**config.mk**
```make
export PLATFORM = sky130hd
export DESIGN_NAME = uart_port
export DESIGN_NICKNAME = d
export VERILOG_FILES = /design/src/uart_pkg.sv /design/src/uart_baud_gen.sv /design/src/uart_port.sv
export SDC_FILE = /design/constraint.sdc
export NUM_CORES = 1
export LEC_CHECK = 0
export ABC_AREA = 1
export BUFFER_PORTS_ARGS = -buffer_cell sky130_fd_sc_hd__clkbuf_2
export CAP_MARGIN = 15
export CELL_PAD_IN_SITES_DETAIL_PLACEMENT = 2
export CELL_PAD_IN_SITES_GLOBAL_PLACEMENT = 2
export CORE_ASPECT_RATIO = 1.5
export CORE_MARGIN = 2
export CORE_UTILIZATION = 32
export DETAILED_ROUTE_END_ITERATION = 8
export PLACE_DENSITY = 0.81
export SETUP_SLACK_MARGIN = 0.5
export SLEW_MARGIN = 40
export SYNTH_ARGS = -nofsm -noshare
export SYNTH_HDL_FRONTEND = slang
export SYNTH_HIERARCHICAL = 1
export SYNTH_SLANG_ARGS = --single-unit
```
**constraint.sdc**
```tcl
create_clock -name i_mclk -period 1.95 [get_ports i_mclk]
set_clock_uncertainty 0.1 [all_clocks]
set_input_delay 0.2925 -clock i_mclk [delete_from_list [all_inputs] [get_ports i_mclk]]
set_output_delay 0.2925 -clock i_mclk [all_outputs]
set_load 0.005 [all_outputs]
```
**src/uart_pkg.sv**
```systemverilog
`default_nettype none
package uart_pkg;
   // Core clock rate and the character timing derived from it.
   localparam int unsigned CLK_HZ = 20_000_000;
   localparam int unsigned BAUD_MIN = 1200;
   localparam int unsigned BAUD_MAX = 921600;
   localparam int unsigned BAUD_DEFAULT = 115200;
   // Each bit is split into sixteen sample ticks.
   // Tick counts are six bits wide so that a two-bit stop period of 32 fits.
   localparam int unsigned OSR = 16;
   localparam logic [5:0] TICKS_BIT = 6'h10;
   localparam logic [5:0] TICKS_STOP_1 = 6'h10;
   localparam logic [5:0] TICKS_STOP_1P5 = 6'h18;
   localparam logic [5:0] TICKS_STOP_2 = 6'h20;
   // Receiver checks the start bit half a bit in, then samples mid-bit.
   localparam logic [3:0] RX_START_MID = 4'h7;
   localparam logic [3:0] RX_BIT_END = 4'hf;
   // Phase accumulator width of the tick generator.
   localparam int unsigned ACC_W = 24;
   localparam logic [ACC_W-1:0] BAUD_INC_RESET = ACC_W'(
      (longint'(BAUD_DEFAULT) * OSR * (longint'(1) << ACC_W)) / CLK_HZ);

   typedef enum logic [1:0] {PAR_NONE, PAR_ODD, PAR_EVEN} parity_t;
   typedef enum logic [1:0] {STOP_1, STOP_1P5, STOP_2} stop_t;
   // Character length code: 0 means 5 bits up to 3 meaning 8 bits.
   typedef logic [1:0] len_t;

   // Line settings, held steady by the processor while characters move.
   typedef struct packed {
      logic [ACC_W-1:0] baud_inc;
      parity_t parity;
      stop_t stop;
      len_t len;
      logic flow_en;
   } cfg_t;

   // One received character with its error flags.
   typedef struct packed {
      logic [7:0] data;
      logic par_err;
      logic frame_err;
   } rx_word_t;

   // Accumulator step for a baud rate, for use by whoever sets cfg_t.
   function automatic logic [ACC_W-1:0] baud_increment(input int unsigned baud);
      baud_increment = ACC_W'((longint'(baud) * OSR * (longint'(1) << ACC_W)) / CLK_HZ);
   endfunction

   // Parity bit over the live data bits; even parity makes the total even.
   function automatic logic parity_bit(input logic [7:0] d, input len_t len,
                                       input parity_t mode);
      logic [7:0] mask;
      mask = 8'hff >> (3'h3 - 3'(len));
      parity_bit = ^(d & mask);
      if (mode == PAR_ODD) begin
         parity_bit = ~parity_bit;
      end
   endfunction
endpackage
`default_nettype wire

```
**src/uart_baud_gen.sv**
```systemverilog
`default_nettype none
module uart_baud_gen #(
   parameter int unsigned ACC_W = uart_pkg::ACC_W
) (
   input wire logic i_mclk,
   input wire logic i_rst,
   input wire logic [ACC_W-1:0] i_inc,
   output logic o_tick
);
   import uart_pkg::*;

   // Phase accumulator; its carry is the sample tick.
   logic [ACC_W-1:0] acc_ff;
   logic [ACC_W:0] nxt_sum;
   logic tick_ff;

   // A fractional step keeps the long-run rate exact even at the top rate,
   // where a whole-cycle divider would miss the error bound; the cost is one
   // cycle of jitter per tick, well inside a bit.
   always_comb begin
      nxt_sum = {1'b0, acc_ff} + {1'b0, i_inc};
   end

   // Accumulate every cycle and flag the overflow as a one-cycle tick.
   always_ff @(posedge i_mclk) begin
      if (i_rst) begin
         acc_ff <= '0;
         tick_ff <= 1'b0;
      end else begin
         acc_ff <= nxt_sum[ACC_W-1:0];
         tick_ff <= nxt_sum[ACC_W];
      end
   end

   assign o_tick = tick_ff;
endmodule // uart_baud_gen
`default_nettype wire

```
**src/uart_port.sv**
```systemverilog
`default_nettype none
// What this block does
// [RULE_01] One full-duplex channel, independent transmit and receive.
// [RULE_02] Deserialise input characters; serialise written words.
// [RULE_03] Request and clear to send are low-active.
// [RULE_04] Host stops sending while request is high.
// [RULE_05] Rates, parity, stop bits, lengths, flow selectable.
// [RULE_06] Clear high: finish character, then hold off.
module uart_port (
   input wire logic i_mclk,
   input wire logic i_rst,
   input wire uart_pkg::cfg_t i_cfg,
   input wire logic [7:0] i_tx_data,
   input wire logic i_tx_valid,
   output logic o_tx_ready,
   output logic o_tx_busy,
   output uart_pkg::rx_word_t o_rx_word,
   output logic o_rx_valid,
   input wire logic i_rx_ack,
   output logic o_rx_overrun,
   input wire logic i_rxd,
   output logic o_txd,
   input wire logic i_cts_n,
   output logic o_rts_n
);
   import uart_pkg::*;

   typedef enum {TX_IDLE, TX_START, TX_DATA, TX_PAR, TX_STOP} tx_state_t;
   typedef enum {RX_IDLE, RX_START, RX_DATA, RX_PAR, RX_STOP} rx_state_t;

   logic tick; // Sixteen-per-bit sample tick.
   logic rxd_meta_ff, rxd_ff; // Receive line synchroniser.
   logic cts_meta_ff, cts_n_ff; // Clear-to-send synchroniser.
   tx_state_t tx_state_ff;
   logic [5:0] tx_tk_ff; // Ticks spent in the current transmit bit.
   logic [2:0] tx_bit_ff; // Index of the data bit on the line.
   logic [7:0] tx_sh_ff; // Character being sent.
   logic txd_ff;
   logic [5:0] stop_ticks; // Length of the stop period in ticks.
   logic tx_bit_done;
   logic tx_may_start;
   rx_state_t rx_state_ff;
   logic [3:0] rx_tk_ff; // Ticks within the current receive bit.
   logic [2:0] rx_bit_ff;
   logic [7:0] rx_sh_ff; // Bits gathered so far.
   logic rx_perr_ff; // Parity mismatch of the character in flight.
   rx_word_t rx_word_ff;
   logic rx_valid_ff;
   logic rx_ovr_ff;
   logic rx_done; // Pulse when a full character has been sampled.
   logic rx_mid; // Mid-bit sample point.
   logic rts_n_ff;

   // One tick source serves both directions; each keeps its own counters,
   // so the paths never wait on one another.
   uart_baud_gen #(.ACC_W(ACC_W)) u_baud ( // RULE_01
      .i_mclk(i_mclk),
      .i_rst(i_rst),
      .i_inc(i_cfg.baud_inc),
      .o_tick(tick)
   );

   // Both line inputs come from outside and pass two flops first.
   always_ff @(posedge i_mclk) begin
      if (i_rst) begin
         rxd_meta_ff <= 1'b1;
         rxd_ff <= 1'b1;
         cts_meta_ff <= 1'b1;
         cts_n_ff <= 1'b1;
      end else begin
         rxd_meta_ff <= i_rxd;
         rxd_ff <= rxd_meta_ff;
         cts_meta_ff <= i_cts_n;
         cts_n_ff <= cts_meta_ff;
      end
   end

   // Stop period of one, one and a half or two bits.
   always_comb begin
      case (i_cfg.stop) // RULE_05
         STOP_1P5: stop_ticks = TICKS_STOP_1P5;
         STOP_2: stop_ticks = TICKS_STOP_2;
         default: stop_ticks = TICKS_STOP_1;
      endcase
   end

   // A new character may start only when clear-to-send is low, or flow
   // control is off; a character already running is never cut short.
   assign tx_may_start = !i_cfg.flow_en || !cts_n_ff; // RULE_03 RULE_06
   assign o_tx_ready = (tx_state_ff == TX_IDLE) && tx_may_start;
   assign o_tx_busy = (tx_state_ff != TX_IDLE);
   assign tx_bit_done = tick && (tx_tk_ff == TICKS_BIT - 6'h01);

   // Transmit sequencer: start, data LSB first, optional parity, stop.
   always_ff @(posedge i_mclk) begin
      if (i_rst) begin
         tx_state_ff <= TX_IDLE;
         tx_tk_ff <= '0;
         tx_bit_ff <= '0;
         tx_sh_ff <= '0;
      end else begin
         if (tick) begin
            tx_tk_ff <= tx_tk_ff + 6'h01;
         end
         case (tx_state_ff)
            TX_IDLE: begin
               tx_tk_ff <= '0;
               if (i_tx_valid && tx_may_start) begin // RULE_06
                  tx_sh_ff <= i_tx_data;
                  tx_bit_ff <= '0;
                  tx_state_ff <= TX_START;
               end
            end
            TX_START: begin
               if (tx_bit_done) begin
                  tx_tk_ff <= '0;
                  tx_state_ff <= TX_DATA;
               end
            end
            TX_DATA: begin
               if (tx_bit_done) begin // RULE_02
                  tx_tk_ff <= '0;
                  tx_bit_ff <= tx_bit_ff + 3'h1;
                  if (tx_bit_ff == 3'h4 + 3'(i_cfg.len)) begin
                     tx_state_ff <= (i_cfg.parity == PAR_NONE) ? TX_STOP : TX_PAR;
                  end
               end
            end
            TX_PAR: begin
               if (tx_bit_done) begin
                  tx_tk_ff <= '0;
                  tx_state_ff <= TX_STOP;
               end
            end
            TX_STOP: begin
               if (tick && (tx_tk_ff == stop_ticks - 6'h01)) begin // RULE_05
                  tx_tk_ff <= '0;
                  tx_state_ff <= TX_IDLE;
               end
            end
            default: tx_state_ff <= TX_IDLE;
         endcase
      end
   end

   // Line level follows the state; held in a flop so the pin never glitches.
   always_ff @(posedge i_mclk) begin
      if (i_rst) begin
         txd_ff <= 1'b1;
      end else begin
         case (tx_state_ff)
            TX_START: txd_ff <= 1'b0;
            TX_DATA: txd_ff <= tx_sh_ff[tx_bit_ff]; // RULE_02
            TX_PAR: txd_ff <= parity_bit(tx_sh_ff, i_cfg.len, i_cfg.parity);
            default: txd_ff <= 1'b1;
         endcase
      end
   end
   assign o_txd = txd_ff;

   assign rx_mid = tick && (rx_tk_ff == RX_BIT_END);
   assign rx_done = (rx_state_ff == RX_STOP) && rx_mid;

   // Receive sequencer: falling edge starts, start bit is confirmed half a
   // bit in, and every later bit is sampled one bit further on.
   always_ff @(posedge i_mclk) begin
      if (i_rst) begin
         rx_state_ff <= RX_IDLE;
         rx_tk_ff <= '0;
         rx_bit_ff <= '0;
         rx_sh_ff <= '0;
         rx_perr_ff <= 1'b0;
      end else begin
         if (tick) begin
            rx_tk_ff <= rx_tk_ff + 4'h1;
         end
         case (rx_state_ff)
            RX_IDLE: begin
               rx_tk_ff <= '0;
               if (!rxd_ff) begin
                  rx_state_ff <= RX_START;
                  rx_sh_ff <= '0;
                  rx_bit_ff <= '0;
                  rx_perr_ff <= 1'b0;
               end
            end
            RX_START: begin
               if (tick && (rx_tk_ff == RX_START_MID)) begin
                  rx_tk_ff <= '0;
                  // A glitch shorter than half a bit is dropped.
                  rx_state_ff <= rxd_ff ? RX_IDLE : RX_DATA;
               end
            end
            RX_DATA: begin
               if (rx_mid) begin // RULE_02
                  rx_sh_ff[rx_bit_ff] <= rxd_ff;
                  rx_bit_ff <= rx_bit_ff + 3'h1;
                  if (rx_bit_ff == 3'h4 + 3'(i_cfg.len)) begin
                     rx_state_ff <= (i_cfg.parity == PAR_NONE) ? RX_STOP : RX_PAR;
                  end
               end
            end
            RX_PAR: begin
               if (rx_mid) begin
                  rx_perr_ff <= rxd_ff != parity_bit(rx_sh_ff, i_cfg.len, i_cfg.parity);
                  rx_state_ff <= RX_STOP;
               end
            end
            RX_STOP: begin
               // Only the first stop bit is checked, so the receiver is ready
               // for the next start edge as early as possible.
               if (rx_mid) begin
                  rx_state_ff <= RX_IDLE;
               end
            end
            default: rx_state_ff <= RX_IDLE;
         endcase
      end
   end

   // Holding word for the processor; a new character replaces it only when
   // it has been taken, otherwise the overrun flag is raised.
   always_ff @(posedge i_mclk) begin
      if (i_rst) begin
         rx_word_ff <= '0;
         rx_valid_ff <= 1'b0;
      end else if (rx_done && (!rx_valid_ff || i_rx_ack)) begin
         rx_word_ff.data <= rx_sh_ff;
         rx_word_ff.par_err <= rx_perr_ff;
         rx_word_ff.frame_err <= !rxd_ff;
         rx_valid_ff <= 1'b1;
      end else if (i_rx_ack) begin
         rx_valid_ff <= 1'b0;
      end
   end

   // Overrun is sticky until the next acknowledge; a character finishing in the
   // acknowledging cycle is stored instead, and the flag clears.
   always_ff @(posedge i_mclk) begin
      if (i_rst) begin
         rx_ovr_ff <= 1'b0;
      end else if (rx_done && rx_valid_ff && !i_rx_ack) begin
         rx_ovr_ff <= 1'b1;
      end else if (i_rx_ack) begin
         rx_ovr_ff <= 1'b0;
      end
   end

   // Request-to-send goes high while the holding word is full, telling the
   // host to pause; it relies on the host honouring it within a character.
   always_ff @(posedge i_mclk) begin
      if (i_rst) begin
         rts_n_ff <= 1'b1;
      end else begin
         rts_n_ff <= i_cfg.flow_en && rx_valid_ff; // RULE_03 RULE_04
      end
   end

   assign o_rx_word = rx_word_ff;
   assign o_rx_valid = rx_valid_ff;
   assign o_rx_overrun = rx_ovr_ff;
   assign o_rts_n = rts_n_ff;
endmodule // uart_port
`default_nettype wire
```
==> results of run 1 <==
==> repair_timing <==
item	4_1_cts
cloned	3
pin swaps	108
endpoints found under the hold margin	0
endpoints found under the setup margin	71
resized for setup	268
buffers inserted	47
==> cell families after synthesis <==
| logic type | share of synthesized area [%] |
|---|---|
| AO/OA/AOI/OAI | 10.98 |
| XOR/XNOR | 2.377 |
| AND/OR/NAND/NOR | 39.00 |
| flip-flops | 29.70 |
| buffers and inverters | 10.57 |
| adder cells (fa/ha/maj) | 7.379 |
==> metrics by stage <==
step / hold slack (ns) / setup slack, ns / cells / TNS [ns] / cell area, um^2
2_1_floorplan: 0.2563 / 0.2234 / 885 / 0 / 5788
3_3_place_gp: 0.2944 / 0.03785 / 1161 / 0 / 6441
3_5_place_dp: 0.3021 / -0.01526 / 1161 / -0.02153 / 6441
4_1_cts: 0.03544 / 0.1578 / 1227 / 0 / 8187
==> flow_metrics.tcl, run 1 <==
set metrics [dict create \
    outcome "stopped before the end" \
    stop_stage "global routing" \
    error "[ERROR DPL-0033] detailed placement checks failed during check placement." \
    synth_flop_cell "dfxtp_1" \
    ys_seq_area_share_pct 29.70 \
    synth_edf_count 0 \
    core.rowCount 58 \
    htreeDepth 3 \
    clockBufferDepth 2 \
    numCtsBuffers 9 \
    endpoint_type "sequential cell input" \
    antenna_found_initial 0 \
    crit_endpoint "u_baud/o_tick$_SDFF_PP0_/D" \
    postSynthCellCount 885 \
    die_w_um 111.3 \
    start_util_pct 32.83 \
    avgSynthCellArea_um2 6.246 \
    synth_top_area_share_pct 29.70 \
    grt_max_degree 30 \
    cts.root.buffer_cell "clkbuf_16" \
    mappedNetlistNets 962 \
    clkSinkCount 82 \
    synth_most_common_cell "nand2_1" \
    synth_top_area_cell "dfxtp_1" \
    gp_congestion 0.8452 \
    syn_area_mm2 0.005528 \
    portBuffers 60 \
    async_flop_share_pct 0 \
    hold_buffers 0 \
    synthTopCellsByArea "dfxtp_1, nand2_1, inv_1" \
    synth-seq-cells 82 \
    dieHeight_um 165.0 \
    hpwl_um 16190 \
    ios 61 \
    ys.warnings.count 6 \
    synthTopCellsByCount "nand2_1, inv_1, nor2_1" \
    ys_types 42 \
]
==> run 2, diff against run 1 <==
Settings changed: CELL_PAD_IN_SITES_DETAIL_PLACEMENT 2 to unset, CELL_PAD_IN_SITES_GLOBAL_PLACEMENT 2 to unset, CORE_ASPECT_RATIO 1.5 to unset, CORE_UTILIZATION 32 to 20, PLACE_DENSITY 0.81 to unset, PLACE_DENSITY_LB_ADDON set to 0.15, SETUP_SLACK_MARGIN 0.5 to unset.
==> run 2 against run 1 <==
The flow now finishes without violations. Area after synthesis unchanged. Synthesized cell count unchanged.
==> flow_metrics.tcl, run 2 <==
set metrics [dict create \
    outcome "completed" \
    grt_util_all_layers_pct 11.33 \
    stdcell_count 1305 \
    synthTopCellsByCount "nand2_1, inv_1, nor2_1" \
    place_inst 1289 \
    numCtsBuffers 9 \
    hp-class "primary input to register" \
    grt-ovfl-total 0 \
    rsz0062_at_grt "no" \
    firstDrtPassIters 4 \
    min_period_over_period_pct 92.07 \
    ys.warnings.count 6 \
    viasPerCell 4.133 \
    ios 61 \
    synth_top_area_share_pct 29.70 \
    wl_met2_um 7034 \
    antenna_found_initial 0 \
    num-nets-final 1036 \
    num_antenna_cells 0 \
    setup_viol 0 \
    seq_area_mm2 0.001642 \
    timing_hold_violations_final 0 \
    core.rowCount 60 \
    path_clk_slew_ns 0.07 \
    num_vias 5394 \
    postSynthCellCount 885 \
    power_density_mw_per_mm2 998.1 \
    cts_tree "yes" \
    gp_congestion 0.7684 \
    coreArea_mm2 0.02703 \
    mappedNetlistNets 962 \
    synth_edf_count 0 \
    clkLatencyLatePin_ns 0.35 \
    cp_data_arrival_time_ns 1.40 \
    die_w_um 170.3 \
    cp_data_required_time_ns 1.56 \
    fmax_mhz 557.0 \
    clockBufferDepth 2 \
    whs_endpoint "rxd_meta_ff" \
    hpwl_um 12450 \
    fillerInstances 3097 \
    avgSynthCellArea_um2 6.246 \
    synth-seq-cells 82 \
    synth_flop_cell "dfxtp_1" \
    final_cell_mix "nand2_1, inv_1, nor2_1" \
    min_period_ns 1.795 \
    drtIter0Drc 239 \
    timing.rr.start "u_baud/acc_ff[16]" \
    cts.root.buffer_cell "clkbuf_16" \
    synthTopCellsByArea "dfxtp_1, nand2_1, inv_1" \
    htreeDepth 3 \
    hold_buffers 0 \
    routed.top_layer "met4" \
    p_leak_nw 3.246 \
    grt_pass1_vias 5194 \
    start_util_pct 20.45 \
    synth_top_area_cell "dfxtp_1" \
    ys_seq_area_share_pct 29.70 \
    r2r_slack_ns 0.17 \
    met1_length_um 7932 \
    whs_path_depth 2 \
    tightestPinTransition_ns 0.4379 \
    final_common_cell "nand2_1" \
    syn_to_final_growth_pct 19.85 \
    multi_input_area_mm2 0.003317 \
    drv_slew 0 \
    critPathLaunchType "register" \
    largest_reg_flops 24 \
    wl_per_cell_um 11.97 \
    r2r-end "u_baud/acc_ff[20]" \
    syn_area_mm2 0.005528 \
    grt_max_degree 21 \
    antenna_left 0 \
    largest-register "u_baud/acc_ff" \
    synth_most_common_cell "nand2_1" \
    slew_headroom_pct 70.70 \
    dieArea_mm2 0.02899 \
    clkSinkCount 82 \
    grt_pass1_wl_um 25930 \
    drive_above_1_share_pct 15.66 \
    route.detailed.drc 0 \
    vdd_ir_drop_max_mv 0.3808 \
    path_class "register to output port" \
    routed_wl_um 15620 \
    maxCapViolCount 0 \
    path_max_fanout 10 \
    postLayoutCoreUtil_pct 24.51 \
    dieHeight_um 170.3 \
    portBuffers 60 \
    ys_types 42 \
    dr_wl_met3_um 485 \
    min_from "i_rxd" \
    fin_total_pwr_mw 6.613 \
    end_kind "output port" \
    rr_worst_depth 10 \
    async_flop_share_pct 0 \
]
## run 2: cell counts after synthesis
No cell type changed its count.
## run 2: kinds of logic after synthesis
| group | Yosys count | share of synthesized area, % |
|---|---|---|
| xor gates and xnor gates | 15 | 2.377 |
| AOI/OAI and AO/OA | 111 | 10.98 |
| adders and majority gates | 32 | 7.379 |
| DFF | 82 | 29.70 |
| buffers and inverters | 149 | 10.57 |
| and+or+nand+nor | 496 | 39.00 |
## run 2: per-layer routing
layer	global-route usage, %	vias up
met5	0	-
met2	18.95	75
met1	14.98	2366
met4	2.899	0
li1	-	2943
met3	2.070	10
## run 2: worst max-delay path by stage
stage	start	end	slack (ns)	cells past startpoint
3_3_place_gp	i_cfg[7]	u_baud/o_tick	-0.003	14
4_1_cts	u_baud/acc_ff[0]	u_baud/o_tick	0.08	13
3_5_place_dp	i_cfg[7]	u_baud/o_tick	-0.01	14
6_report	tx_state_ff[0]	o_tx_ready	0.15	5
5_1_grt	u_baud/acc_ff[11]	u_baud/acc_ff[21]	0.002	10
2_1_floorplan	i_cfg[7]	u_baud/o_tick	0.16	13
## run 2: worst max-delay path, cell delays in order, from the launching register on
cell and delay (ns):
dfxtp_1 0.36, nor2_2 0.16, nand2_2 0.11, buf_4 0.18, a21oi_1 0.12, clkbuf_2 0.13
## run 2: timing repair
| action | CTS | global route |
|---|---|---|
| setup endpoints to repair | 0 | 20 |
| setup buffers | 0 | 0 |
| gates resized for setup | 0 | 6 |
## run 2: final cells by class
type                    instances  area share (%)
clock inverters                 7           1.076
repair buffers                 79           6.686
clock buffers                   9           3.399
well taps                     341           6.440
multi-input cells             654           50.07
inverters                     133           7.554
flip-flops and latches         82           24.78
## run 2: stage by stage
stage	setup TNS (ns)	hold WS, ns	worst slack (ns)	instance area [um^2]
floorplan	0	0.2616	0.1567	5528
global placement	-0.003329	0.3027	-0.003329	6314
detailed placement	-0.01365	0.3011	-0.01365	6314
CTS	0	0.01519	0.07518	6610
global route	0	0.01568	0.001668	6625
finish	0	0.02379	0.1546	6625
## run 2: report_power, final
part	leakage (nW)	switching, mW	internal [mW]	total (mW)
registers	0.671	0.157	1.93	2.09
logic	2.44	1.76	1.00	2.76
clock network	0.139	0.862	0.904	1.77
(Power assumes the default switching activity.)
==> run 3, diff against run 2 <==
Settings changed: GPL_TIMING_DRIVEN set to 0.
==> run 3 against run 2 <==
Via count hardly changed. Maximum frequency decreased by 2.9%. First-iteration DRC count increased by 12%. Total power decreased by 0.76%. Global-route usage hardly changed. Non-clock buffer count is the same. Register-to-register slack got worse by 0.07 ns. Design area is essentially flat. Sequential share of layout area about the same. Largest power group unchanged.
==> flow_metrics.tcl, run 3 (synthesized netlist as in run 2, its figures left out) <==
set metrics [dict create \
    drive_above_1_share_pct 15.56 \
    final_common_cell "nand2_1" \
    fmax_mhz 541.1 \
    clockBufferDepth 2 \
    cts.root.buffer_cell "clkbuf_16" \
    grt-ovfl-total 0 \
    power_density_mw_per_mm2 990.7 \
    critPathLaunchType "register" \
    clkLatencyLatePin_ns 0.35 \
    min_period_over_period_pct 94.78 \
    sw_frac_of_total_pct 41.86 \
    hp-class "primary input to register" \
    slowest_stage "fa_2" \
    num_vias 5391 \
    path_delay_family "adder cells" \
    end_kind "register" \
    num_antenna_cells 0 \
    grt_pass1_wl_um 25920 \
    p_switching_mw 2.747 \
    antenna_found_initial 0 \
    cts_tree "yes" \
    crit_buf_inv 1 \
    largest-register "u_baud/acc_ff" \
    die_w_um 170.3 \
    vdd_ir_drop_max_mv 0.4336 \
    num-nets-final 1036 \
    hold_buffers 0 \
    portBuffers 59 \
    numCtsBuffers 9 \
    syn_to_final_growth_pct 19.83 \
    slew_headroom_pct 57.86 \
    drtIter0Drc 268 \
    tightestPinTransition_ns 0.6321 \
    coreArea_mm2 0.02703 \
    grt_pass1_vias 5154 \
    firstDrtPassIters 4 \
    route.detailed.drc 0 \
    path_max_fanout 3 \
    viasPerCell 4.131 \
    ios 61 \
    fillerInstances 3099 \
    start_util_pct 20.45 \
    path_class "register to register" \
    htreeDepth 3 \
    path_clk_slew_ns 0.07 \
    p_comb_share_pct 41.9 \
    worstPathCellList "ha_4 -> fa_2 -> nand2_2 -> nand2_2 -> and2_4 -> nand2_4 -> nand2_4 -> buf_4 -> a21oi_1 -> o21a_1" \
    routed_wl_um 15660 \
    dieHeight_um 170.3 \
    postLayoutCoreUtil_pct 24.51 \
    gp_congestion 0.8028 \
    cp_data_arrival_time_ns 2.04 \
    maxCapViolCount 0 \
    core.rowCount 60 \
    timing_hold_violations_final 0 \
    grt_util_all_layers_pct 11.31 \
    dieArea_mm2 0.02899 \
    wl_per_cell_um 12.00 \
    critical-path-max-stage-delay_ns 0.42 \
    clkPwrFrac_pct 26.4 \
    setup_viol 0 \
    grt_max_degree 18 \
    place_inst 1285 \
    largest_reg_flops 24 \
    clkSinkCount 82 \
    p_seq_share_pct 31.7 \
    final_cell_mix "nand2_1, inv_1, nor2_1" \
    drv_slew 0 \
    cp_data_required_time_ns 2.14 \
    min_period_ns 1.848 \
    outcome "completed" \
    p_leak_nw 3.249 \
    antenna_left 0 \
    hpwl_um 12530 \
    intPower_mw 3.815 \
    stdcell_count 1305 \
]
## run 3: cell types whose count changed in the layout (fill, tap and decap cells not counted), sizes merged
| cell | change |
|---|---|
| inv | +1 |
| clkinv | -1 |
| buf | -5 |
| clkbuf | +5 |
## run 3: through the flow
| step | setup TNS, ns | total power, mW | instance area, um^2 | hold WS (ns) | setup WS (ns) |
|---|---|---|---|---|---|
| 2_1_floorplan | 0 | 4.148 | 5528 | 0.2616 | 0.1567 |
| 5_1_grt | -0.01200 | 7.217 | 6624 | 0.04890 | -0.01200 |
| 3_3_place_gp | -0.6446 | 4.846 | 6250 | 0.2986 | -0.1670 |
| 3_5_place_dp | -0.6317 | 4.826 | 6250 | 0.2995 | -0.1656 |
| 4_1_cts | 0 | 6.638 | 6546 | 0.05314 | 0.001145 |
| 6_report | 0 | 6.562 | 6624 | 0.05216 | 0.1018 |
## run 3: power by group through the flow
| stage | combinational, mW | clock (mW) | sequential, mW |
|---|---|---|---|
| 2_1_floorplan | 2.07 | 0 | 2.08 |
| 3_3_place_gp | 2.73 | 0 | 2.12 |
| 3_5_place_dp | 2.71 | 0 | 2.12 |
| 4_1_cts | 2.72 | 1.84 | 2.08 |
| 5_1_grt | 3.22 | 1.89 | 2.11 |
| 6_report | 2.75 | 1.73 | 2.08 |
## run 3: cell type report
type / instances / area, um^2 / area share [%]
multi-input combinational: 654 / 3352 / 50.60
timing repair buffer: 63 / 325.3 / 4.911
clock inverter: 7 / 66.31 / 1.001
buffer: 16 / 85.08 / 1.284
clock buffer: 9 / 225.2 / 3.400
inverter: 133 / 500.5 / 7.556
tap: 341 / 426.7 / 6.441
sequential: 82 / 1643 / 24.80
## run 3: worst paths after layout
kind                    start          endpoint  slack (ns)  cells past startpoint
max          u_baud/acc_ff[0]  u_baud/acc_ff[8]        0.10                     10
min                     i_rxd       rxd_meta_ff        0.05                      2
max reg2reg  u_baud/acc_ff[0]  u_baud/acc_ff[8]        0.10                     10
min reg2reg       rxd_meta_ff            rxd_ff        0.31                      1
## run 3: metal layers
layer,share of wire [%],global-route usage [%],up-vias
met3,2.9,2.140,8
met4,0.93,2.713,0
met5,0,0,-
met1,50,14.58,2372
li1,-,-,2953
met2,46,19.42,58
## run 3: repair_timing
action | CTS | global route
resized for setup | 2 | 16
pin swaps | 0 | 5
setup endpoints to repair | 2 | 8
buffers inserted | 0 | 4
==> run 4, diff against run 3 <==
Settings changed: ABC_AREA 1 to unset, BUFFER_PORTS_ARGS -buffer_cell sky130_fd_sc_hd__clkbuf_2 to unset, CTS_CLUSTER_SIZE set to 40, DONT_BUFFER_PORTS set to 1.
==> run 4 against run 3 <==
The run now ends with setup timing left. Hold slack lost 0.0016 ns. Core utilization is 2.7 points higher. Via count decreased by 16%. Clock power barely moved.
==> flow_metrics.tcl, run 4 <==
set metrics [dict create \
    synth_top_area_cell "dfxtp_1" \
    path_clk_slew_ns 0.08 \
    path_max_fanout 4 \
    antenna_found_initial 0 \
    synthTopCellsByCount "dfxtp_1, nor2_1, a21oi_1" \
    gp_congestion 0.7951 \
    critical-path-max-stage-delay_ns 0.39 \
    grt_pass1_vias 4457 \
    ios 61 \
    synth_most_common_cell "dfxtp_1" \
    largest-register "u_baud/acc_ff" \
    grt_max_degree 18 \
    cts.root.buffer_cell "clkbuf_16" \
    grt_util_all_layers_pct 11.30 \
    dr_wl_met3_um 736 \
    critPathLaunchType "register" \
    slew_headroom_pct 50.72 \
    p_leak_nw 2.539 \
    antenna_left 0 \
    dpl_worst_slack_ns -0.6160 \
    wl_per_cell_um 15.05 \
    dieArea_mm2 0.02613 \
    min_period_ns 2.259 \
    maxCapViolCount 0 \
    firstDrtPassIters 6 \
    wl_met2_um 6967 \
    final_common_cell "dfxtp_1" \
    setup_ws_ns -0.3094 \
    largest_reg_flops 24 \
    syn_area_mm2 0.004970 \
    dieHeight_um 161.6 \
    hp-class "primary input to register" \
    mappedNetlistNets 662 \
    async_flop_share_pct 0 \
    fin_area_mm2 0.006646 \
    cp_data_required_time_ns 2.09 \
    clkLatencyLatePin_ns 0.35 \
    postLayoutCoreUtil_pct 27.25 \
    route.detailed.drc 0 \
    fin_total_pwr_mw 7.020 \
    met1_length_um 6761 \
    worstPathCellList "ha_4 -> fa_2 -> a21o_4 -> a31oi_4 -> o31a_4 -> a211oi_4 -> o21ai_2 -> mux2_4" \
    slowest_stage "fa_2" \
    finalSetupTns_ns -2.971 \
    tightestPinTransition_ns 0.7392 \
    violations "setup timing" \
    drive_above_1_share_pct 25.81 \
    timing_hold_violations_final 0 \
    path_class "register to register" \
    synth_flop_cell "dfxtp_1" \
    hpwl_um 10510 \
    synth-seq-cells 82 \
    stdcell_count 975 \
    cts_tree "yes" \
    holdWs_ns 0.05058 \
    min_period_over_period_pct 115.9 \
    place_inst 909 \
    core.rowCount 57 \
    die_w_um 161.6 \
    routed_wl_um 14670 \
    num_antenna_cells 0 \
    place_area_mm2 0.005451 \
    num_vias 4508 \
    fmax_mhz 442.6 \
    drtIter0Drc 180 \
    viasPerCell 4.624 \
    syn_to_final_growth_pct 33.74 \
    rsz0062_at_grt "yes" \
    clkSinkCount 82 \
    ys_seq_area_share_pct 33.03 \
    final_cell_mix "dfxtp_1, nor2_1, nand2_1" \
    outcome "complete, but fails checks" \
    cp_data_arrival_time_ns 2.40 \
    coreArea_mm2 0.02439 \
    synth_edf_count 0 \
    ys.warnings.count 6 \
    grt_pass1_wl_um 23340 \
    avgSynthCellArea_um2 8.495 \
    end_kind "register" \
    num-nets-final 723 \
    drv_slew 0 \
    synthTopCellsByArea "dfxtp_1, ha_1, nor2_1" \
    synth_top_area_share_pct 33.03 \
    routed.top_layer "met4" \
    setup_viol 18 \
    clockBufferDepth 2 \
    postSynthCellCount 585 \
    ys_types 68 \
    htreeDepth 3 \
    power_density_mw_per_mm2 1056 \
    start_util_pct 20.38 \
    portBuffers 0 \
    numCtsBuffers 9 \
    vdd_ir_drop_max_mv 0.4564 \
    grt-ovfl-total 0 \
]
run 4: cell count changes after synthesis, moves of 15 or more:
cell | previous run | this run
nor2_1 | 98 | 70
a21oi_1 | 61 | 46
mux2i_1 | 0 | 21
inv_1 | 124 | 13
xnor2_1 | 6 | 26
nand3_1 | 62 | 12
nand2_1 | 259 | 40
run 4: where the power goes:
group | switching (mW) | leakage [nW] | internal [mW]
combinational | 1.75 | 1.72 | 1.52
clock | 0.832 | 0.142 | 0.903
sequential | 0.102 | 0.675 | 1.90
run 4: metal layers:
metal  GRT usage, %  up-vias
li1               -     2246
met1          14.00     2161
met2          18.80       84
met3          3.493       17
met4          3.500        0
met5              0        -
run 4: cells by family (layout without fill, tap and decap cells):
group           count (synthesis)  after routing  synth area share, %
compound gates                149            149                19.91
xor+xnor                       41             41                7.226
fa+ha+maj                      32             32                8.207
buf+inv                        43            108                3.525
flops                          82             82                33.03
mux                            27             27                6.042
simple gates                  211            212                22.05
run 4: final cells by class:
cell class | count | area [um^2]
repair buffers | 52 | 446.7
clock inverters | 7 | 67.56
inverters | 13 | 48.80
clock buffers | 9 | 225.2
flip-flops and latches | 82 | 1663
fillers | 2630 | 17740
well taps | 324 | 405.4
plain buffers | 27 | 156.4
multi-input cells | 461 | 3633
run 4: critical path, delay by kind of cell, from the launching register on:
family	cells	cell delay [ns]
DFF	1	0.34
adders and majority gates	2	0.55
AOI/OAI and AO/OA	5	0.84
muxes	1	0.31
run 4: what timing repair did:
action	4_1_cts	5_1_grt
pin swaps	33	32
endpoints found under the setup margin	47	42
hold endpoints to repair	12	0
setup buffers	21	19
hold buffers	12	0
gates cloned	1	0
resized for setup	70	47
run 4: final timing paths:
kind	from	to	slack, ns	cells after the start
worst min-delay path	i_rst	u_baud/acc_ff[20]	0.05	2
worst max register to register	u_baud/acc_ff[0]	u_baud/acc_ff[16]	-0.31	8
worst min register to register	cts_meta_ff	cts_n_ff	0.33	1
worst max-delay path	u_baud/acc_ff[0]	u_baud/acc_ff[16]	-0.31	8
